$ cat src/design/lsa_pkg.sv
// Package: constants and carrier types for the LMFC/SYSREF alignment status block
// Function
// - Status bit 7 shows busy while the alignment state machine is not idle.
// - Status bit 3 shows lock while aligned with error inside the window.
// - Status bit 2 is set sticky whenever the multiframe clock is shifted.
// - Status bit 1 is high while the error measured in monitor lies outside the window; an adjustment clears it.
// - Status bit 0 is set sticky on a reference pulse received after arming.
// - Current error field [3:0] is a 4-bit two's complement cycle count.
// - On an adjustment the error goes to the last record; current reads zero.
// - Errors within plus or minus the two-bit window cause no adjustment.
// - A rising edge of the sticky-clear bit clears rotated and tripped flags.
// - Mode codes: one-shot 0001, continuous 0010, monitor 1000, one-shot then monitor 1001.
package lsa_pkg;

  // ----------------------------------------------------------------
  // Register map
  // ----------------------------------------------------------------
  localparam logic [11:0] LSA_ADDR_STATUS  = 12'h03c;
  localparam logic [11:0] LSA_ADDR_ERR_NOW = 12'h03d;
  localparam logic [7:0]  LSA_STATUS_RST   = 8'h00;
  localparam logic [7:0]  LSA_ERR_NOW_RST  = 8'h00;

  // ----------------------------------------------------------------
  // Field positions
  // ----------------------------------------------------------------
  localparam int LSA_BIT_BUSY    = 7;
  localparam int LSA_BIT_LOCK    = 3;
  localparam int LSA_BIT_ROTATED = 2;
  localparam int LSA_BIT_WLIM    = 1;
  localparam int LSA_BIT_TRIP    = 0;
  localparam int LSA_ERR_W       = 4;

  // ----------------------------------------------------------------
  // Mode codes
  // ----------------------------------------------------------------
  localparam logic [3:0] LSA_MODE_ONESHOT = 4'h1;
  localparam logic [3:0] LSA_MODE_CONT    = 4'h2;
  localparam logic [3:0] LSA_MODE_MONITOR = 4'h8;
  localparam logic [3:0] LSA_MODE_OS_MON  = 4'h9;

  typedef enum logic [1:0] {
    LSA_ST_IDLE  = 2'b00,
    LSA_ST_WAIT  = 2'b01,
    LSA_ST_ALIGN = 2'b11,
    LSA_ST_MON   = 2'b10
  } lsa_state_type;

  typedef struct packed {
    logic       enable;
    logic       arm;
    logic       sticky_flag_clear;
    logic [1:0] tolerance_window;
    logic [3:0] align_mode_code;
  } lsa_ctrl_type;

  typedef struct packed {
    logic       busy;
    logic       locked;
    logic       clock_rotated_flag;
    logic       window_limit_flag;
    logic       armed_pulse_seen_flag;
  } lsa_flags_type;

  typedef struct packed {
    logic       valid;
    logic [3:0] error;
    logic       under;
    logic       over;
  } lsa_last_type;

endpackage : lsa_pkg

$ cat src/design/lsa_sync3.sv
// Three-stage synchroniser with agreement filter for an external pin
`timescale 1ns/1ps
`default_nettype none
module lsa_sync3 (
  input  wire logic clk_sys,
  input  wire logic rst,
  input  wire logic pin_in,
  output logic      level_out
);
  logic [2:0] sr_q;
  logic [2:0] sr_d;
  logic       lvl_q;
  logic       lvl_d;

  always_comb begin
    sr_d  = {sr_q[1:0], pin_in};
    lvl_d = lvl_q;
    // Stage 0 is only fed forward; stages 1 and 2 must agree
    if (sr_q[1] == sr_q[2]) begin
      lvl_d = sr_q[2];
    end
  end

  always_ff @(posedge clk_sys) begin
    if (rst) begin
      sr_q  <= 3'h0;
      lvl_q <= 1'b0;
    end else begin
      sr_q  <= sr_d;
      lvl_q <= lvl_d;
    end
  end

  assign level_out = lvl_q;
endmodule // lsa_sync3
`default_nettype wire

$ cat src/design/lmfc_sysref_align_status.sv
// LMFC to SYSREF alignment: phase measurement, adjustment and status registers
`timescale 1ns/1ps
`default_nettype none
module lmfc_sysref_align_status #(
  parameter int LMFC_PERIOD = 16
) (
  input  wire logic                  clk_sys,
  input  wire logic                  rst,
  input  wire logic                  sysref_pin,
  input  wire lsa_pkg::lsa_ctrl_type ctrl,
  input  wire logic [11:0]           reg_addr,
  input  wire logic                  reg_wr,
  input  wire logic [7:0]            reg_wdata,
  output logic [7:0]                 reg_rdata,
  output logic                       lmfc_edge,
  output lsa_pkg::lsa_last_type      phase_error_last_reg,
  output logic [7:0]                 phase_error_now_reg
);
  import lsa_pkg::*;

  // Below four cycles the signed error has too few bits for the 4-bit field
  if (LMFC_PERIOD < 4 || LMFC_PERIOD > 256) begin : g_period_check
    $error("LMFC_PERIOD out of range");
  end

  localparam int CW = $clog2(LMFC_PERIOD);

  // ----------------------------------------------------------------
  // Reference pulse capture
  // ----------------------------------------------------------------
  logic sysref_lvl;
  logic sysref_prev_q;
  logic sysref_rise;

  lsa_sync3 u_sync (
    .clk_sys   (clk_sys),
    .rst       (rst),
    .pin_in    (sysref_pin),
    .level_out (sysref_lvl)
  );

  assign sysref_rise = sysref_lvl & ~sysref_prev_q;

  // ----------------------------------------------------------------
  // State
  // ----------------------------------------------------------------
  lsa_state_type state_q, state_d;
  logic [CW-1:0] cnt_q, cnt_d;
  logic          rot_q, rot_d;
  logic          trip_q, trip_d;
  logic          wlim_q, wlim_d;
  logic          lock_q, lock_d;
  logic [3:0]    err_q, err_d;
  lsa_last_type  last_q, last_d;
  logic          arm_prev_q;
  logic          clr_prev_q;
  logic          armed_q, armed_d;

  logic          arm_rise;
  logic          clr_rise;
  logic signed [CW+1:0] meas;
  logic signed [CW+1:0] win;
  logic          outside;
  logic          adjust;
  logic [3:0]    meas4;

  assign arm_rise  = ctrl.arm & ~arm_prev_q;
  assign clr_rise  = ctrl.sticky_flag_clear & ~clr_prev_q;
  assign lmfc_edge = (cnt_q == '0);

  always_comb begin
    // Signed distance from the nearest LMFC edge to the pulse
    if (cnt_q < CW'(LMFC_PERIOD / 2)) begin
      meas = $signed({2'b00, cnt_q});
    end else begin
      meas = $signed({2'b00, cnt_q}) - (CW+2)'(LMFC_PERIOD);
    end
    win     = $signed({{CW{1'b0}}, ctrl.tolerance_window});
    outside = (meas > win) || (meas < -win);
    // Saturate to the 4-bit field; wider errors still read as limits
    if (meas > (CW+2)'(7)) begin
      meas4 = 4'h7;
    end else if (meas < -(CW+2)'(8)) begin
      meas4 = 4'h8;
    end else begin
      meas4 = meas[3:0];
    end
  end

  always_comb begin
    state_d = state_q;
    cnt_d   = (cnt_q == CW'(LMFC_PERIOD - 1)) ? '0 : cnt_q + CW'(1);
    rot_d   = rot_q;
    trip_d  = trip_q;
    wlim_d  = wlim_q;
    lock_d  = lock_q;
    err_d   = err_q;
    last_d  = last_q;
    armed_d = armed_q | arm_rise;
    adjust  = 1'b0;
    if (clr_rise) begin
      rot_d  = 1'b0;
      trip_d = 1'b0;
    end
    if (!ctrl.enable) begin
      state_d = LSA_ST_IDLE;
      lock_d  = 1'b0;
      armed_d = 1'b0;
    end else begin
      unique case (state_q)
        LSA_ST_IDLE: begin
          if (ctrl.align_mode_code == LSA_MODE_CONT) begin
            state_d = LSA_ST_WAIT;
          end else if (ctrl.align_mode_code == LSA_MODE_MONITOR) begin
            state_d = LSA_ST_MON;
          end else if (armed_d && (ctrl.align_mode_code == LSA_MODE_ONESHOT ||
                                   ctrl.align_mode_code == LSA_MODE_OS_MON)) begin
            state_d = LSA_ST_WAIT;
          end
        end
        LSA_ST_WAIT, LSA_ST_MON: begin
          if (sysref_rise) begin
            if (armed_q) begin
              trip_d  = 1'b1;
              armed_d = 1'b0;
            end
            wlim_d = outside;
            err_d  = meas4;
            if (state_q == LSA_ST_WAIT && outside) begin
              adjust  = 1'b1;
              state_d = LSA_ST_ALIGN;
            end else begin
              lock_d = ~outside;
              if (state_q == LSA_ST_WAIT && ctrl.align_mode_code != LSA_MODE_CONT) begin
                state_d = (ctrl.align_mode_code == LSA_MODE_OS_MON) ? LSA_ST_MON
                                                                    : LSA_ST_IDLE;
              end
            end
          end
        end
        LSA_ST_ALIGN: begin
          lock_d = 1'b1;
          wlim_d = 1'b0;
          if (ctrl.align_mode_code == LSA_MODE_CONT) begin
            state_d = LSA_ST_WAIT;
          end else if (ctrl.align_mode_code == LSA_MODE_OS_MON) begin
            state_d = LSA_ST_MON;
          end else begin
            state_d = LSA_ST_IDLE;
          end
        end
      endcase
    end
    if (adjust) begin
      cnt_d        = CW'(1);    // Pulse now marks the LMFC edge
      rot_d        = 1'b1;
      last_d.valid = 1'b1;
      last_d.error = meas4;
      last_d.under = meas < -win;
      last_d.over  = meas > win;
      err_d        = 4'h0;
      lock_d       = 1'b0;
    end
  end

  always_ff @(posedge clk_sys) begin
    if (rst) begin
      state_q       <= LSA_ST_IDLE;
      cnt_q         <= '0;
      rot_q         <= 1'b0;
      trip_q        <= 1'b0;
      wlim_q        <= 1'b0;
      lock_q        <= 1'b0;
      err_q         <= 4'h0;
      last_q        <= '0;
      armed_q       <= 1'b0;
      arm_prev_q    <= 1'b0;
      clr_prev_q    <= 1'b0;
      sysref_prev_q <= 1'b0;
    end else begin
      state_q       <= state_d;
      cnt_q         <= cnt_d;
      rot_q         <= rot_d;
      trip_q        <= trip_d;
      wlim_q        <= wlim_d;
      lock_q        <= lock_d;
      err_q         <= err_d;
      last_q        <= last_d;
      armed_q       <= armed_d;
      arm_prev_q    <= ctrl.arm;
      clr_prev_q    <= ctrl.sticky_flag_clear;
      sysref_prev_q <= sysref_lvl;
    end
  end

  // ----------------------------------------------------------------
  // Register read side
  // ----------------------------------------------------------------
  logic [7:0] status_d, status_q;
  logic [7:0] rdata_d, rdata_q;

  always_comb begin
    status_d                  = LSA_STATUS_RST;
    status_d[LSA_BIT_BUSY]    = (state_q != LSA_ST_IDLE);
    status_d[LSA_BIT_LOCK]    = lock_q;
    status_d[LSA_BIT_ROTATED] = rot_q;
    status_d[LSA_BIT_WLIM]    = wlim_q;
    status_d[LSA_BIT_TRIP]    = trip_q;
    // Writes are not decoded at all; reg_wr and reg_wdata have no effect
    unique case (reg_addr)
      LSA_ADDR_STATUS:  rdata_d = status_d;
      LSA_ADDR_ERR_NOW: rdata_d = {4'h0, err_d};
      default:          rdata_d = 8'h00;
    endcase
  end

  always_ff @(posedge clk_sys) begin
    if (rst) begin
      status_q <= LSA_STATUS_RST;
      rdata_q  <= 8'h00;
    end else begin
      status_q <= status_d;
      rdata_q  <= rdata_d;
    end
  end

  assign reg_rdata            = rdata_q;
  assign phase_error_last_reg = last_q;
  assign phase_error_now_reg  = {4'h0, err_q};

  logic unused_ok;
  assign unused_ok = reg_wr ^ (^reg_wdata) ^ (^status_q);
endmodule // lmfc_sysref_align_status
`default_nettype wire

$ cat config.mk
export PLATFORM = sky130hd
export DESIGN_NAME = lmfc_sysref_align_status
export DESIGN_NICKNAME = d
export VERILOG_FILES = /design/src/design/lsa_pkg.sv /design/src/design/lsa_sync3.sv /design/src/design/lmfc_sysref_align_status.sv
export SDC_FILE = /design/constraint.sdc
export NUM_CORES = 1
export LEC_CHECK = 0
export ABC_AREA = 1
export CAP_MARGIN = 20
export CORE_AREA = 4 4 58 60
export CTS_CLUSTER_SIZE = 10
export DETAILED_ROUTE_END_ITERATION = 16
export DIE_AREA = 0 0 62 64
export DONT_BUFFER_PORTS = 1
export GPL_ROUTABILITY_DRIVEN = 0
export GPL_TIMING_DRIVEN = 0
export PLACE_DENSITY = 0.84
export REMOVE_ABC_BUFFERS = 1
export SLEW_MARGIN = 10
export SYNTH_ARGS = -nofsm -noshare
export SYNTH_HDL_FRONTEND = slang
export SYNTH_HIERARCHICAL = 1
export SYNTH_SLANG_ARGS = --single-unit
$ cat constraint.sdc
create_clock -name clk_sys -period 2.5 [get_ports clk_sys]
set_clock_uncertainty 0.2 [all_clocks]
set_input_delay 0.75 -clock clk_sys [delete_from_list [all_inputs] [get_ports clk_sys]]
set_output_delay 0.75 -clock clk_sys [all_outputs]
set_load 0.01 [all_outputs]
==> out/summary.txt <==
HP Class -> reg2reg
Maxcap violations -> 0
Max reg flops -> 7
Htree depth -> 2
Seq/Total Area, Yosys -> 39.5%
Rows -> 20
Number of port buffers -> 0
Nets -> 286
Period utilisation layout -> 91.2%
Synth warn -> 6
Register Area -> 681 um^2
Outcome -> finished clean
Hold Vio Cnt, Final -> 0
Critical Path End Type -> register
First-pass GRT wire length -> 5510 um
Post-route DRC -> 0
CTS Buf Count -> 5
Worst Setup Start Kind -> input port
I/O pin count -> 57
Final setup vio count -> 0
Commonest non-fill, non-tap cells in the layout -> inv_1 (40), nand2_1 (38), nor2_1 (35), dfxtp_1 (34), nand3_1 (13)
Syn avg cell area -> 7.20 um^2
Fmax -> 438 MHz
Reg2Reg Depth -> 9
Gr usage total -> 18.7%
Root buf cell -> clkbuf_4
Vias -> 1371
Synth Instances -> 239
Area growth from synthesis to layout -> 3.42%
Antenna diode count -> 0
Initial antenna violation count -> 0
Worst VDD drop -> 0.373 mV
Layout cells sized above 1 -> 8.64%
Leading cell type in the layout, fill and taps excluded -> inv_1
Reg clk slew, reported paths -> 0.10 ns
Vias in the first global route -> 1287
Later-pin clock latency in the skew report -> 0.34 ns
Area leader, netlist -> dfxtp_1
Worst EP arrival -> 2.31 ns
CTS Buffer Depth -> 2
Remaining global-route overflow -> 0
Initial core utilization -> 58.8%
Core area -> 0.00293 mm^2
Drt first-iter violations -> 76
Worst Path Required -> 2.53 ns
Post-route ant nets -> 0
Setup tns final -> 0 ns
DR vias/cell -> 4.97
Buffer count from post-CTS setup fixing -> 0
Die H -> 64 um
Total die area -> 0.00397 mm^2
WL/cell -> 11.4 um
Post-synthesis cell type count -> 28
RSZ-0062 raised after global routing -> no
Post-Syn Area -> 0.00172 mm^2
Detail Placement HPWL -> 2410 um
Pin count of the biggest net entering global routing -> 20
Chip width -> 62 um
Post-Route WL -> 3150 um
TritonCTS clock tree -> done
CP max FO -> 13
Area of the multi-input gates -> 837 um^2
Minimum clock period -> 2.28 ns
Cell Pwr Density -> 583 mW/mm^2
Flops & latches, synth -> 34
Synth top area share -> 39.5%
Fill cell count -> 277
WS Path Type -> in2reg
Synth top area cells -> dfxtp_1 (40%), inv_1 (8.7%), nand2_1 (8.3%)
Leak pwr -> 0.800 nW
Final max-slew violation count -> 0
Hold Crit Depth -> 2
DRT Pass-1 Iters -> 4
Clock sink count -> 34
Fin util -> 60.8%
worst paths after layout:
kind / from / endpoint / slack, ns
setup reg to reg: state_q[0]$_SDFFE_PP0P_ / reg_rdata[0]$_SDFF_PP0_ / 0.28
hold / removal: u_sync/sr_q[0]$_SDFF_PP0_ / u_sync/sr_q[1]$_SDFF_PP0_ / 0.21
hold reg to reg: u_sync/sr_q[0]$_SDFF_PP0_ / u_sync/sr_q[1]$_SDFF_PP0_ / 0.21
setup / recovery: ctrl[5] / reg_rdata[0]$_SDFF_PP0_ / 0.22
metal layers:
metal,GRT usage (%),routed length (um)
met3,7.07,258
met5,0,0
met4,8.49,68
met1,23.5,1350
met2,27.6,1470
synth_stat cells:
cell type	count
a21oi_1	12
buf_2	1
buf_4	7
buf_6	1
clkbuf_1	1
conb_1	1
dfxtp_1	34
ha_1	11
inv_1	40
inv_2	3
nand2_1	38
nand2_2	5
nand3_1	13
nand3_2	2
nand3b_1	2
nand4_1	3
nor2_1	35
nor2_2	2
nor3_1	5
nor3b_1	1
o21a_1	2
o21ai_0	11
o21bai_1	1
o31ai_1	3
or2_0	1
or2_2	2
xnor2_1	1
xor2_1	1
area by class of cell:
| type | count | share of cell area (%) |
|---|---|---|
| clock buffers | 7 | 3.09 |
| flip-flops and latches | 34 | 38.2 |
| clock inverters | 1 | 0.281 |
| multi-input cells | 158 | 47.0 |
| inverters | 43 | 9.07 |
| well taps | 33 | 2.32 |
stage by stage:
step	worst slack (ns)	std cells	hold WS [ns]	power, W	instance area, um^2
finish	0.219	276	0.208	0.00104	1780
detailed placement	-0.266	268	0.196	0.000732	1710
CTS	0.101	276	0.211	0.00105	1770
floorplan	0.0107	235	0.188	0.000704	1670
global placement	-0.231	268	0.192	0.000726	1710
global route	0.0338	276	0.244	0.00111	1780
critical path: stages:
cell     delay, ns
inv_1         0.05
ha_1          0.27
inv_1         0.04
ha_1          0.26
nand2_1       0.06
nand2_1       0.06
nand2_2       0.07
nand3_2       0.10
nand2_2       0.12
nand3_4       0.16
nand2_2       0.17
nor2_1        0.08
nand2_1       0.05
o21ai_0       0.08
logic make-up after synthesis:
| logic type | count (synthesis) | synth area share, % |
|---|---|---|
| AND/OR/NAND/NOR | 109 | 28.3 |
| AO/OA/AOI/OAI | 29 | 9.30 |
| XOR/XNOR | 2 | 1.02 |
| buffers and inverters | 53 | 13.6 |
| adder cells (fa/ha/maj) | 11 | 7.99 |
| other | 1 | 0.218 |
| flip-flops | 34 | 39.5 |
repair_timing:
item / 4_1_cts / 5_1_grt
endpoints found under the setup margin: 0 / 9
resized for setup: 0 / 1
hold buffers: 0 / 0
power breakdown:
group,total [W],internal [W],switching [W]
registers,0.000567,0.000555,0.0000116
logic,0.000157,0.0000566,0.000101
clock network,0.000314,0.000136,0.000178
total,0.00104,0.000748,0.000290
Power figures use the tool's default switching activity.
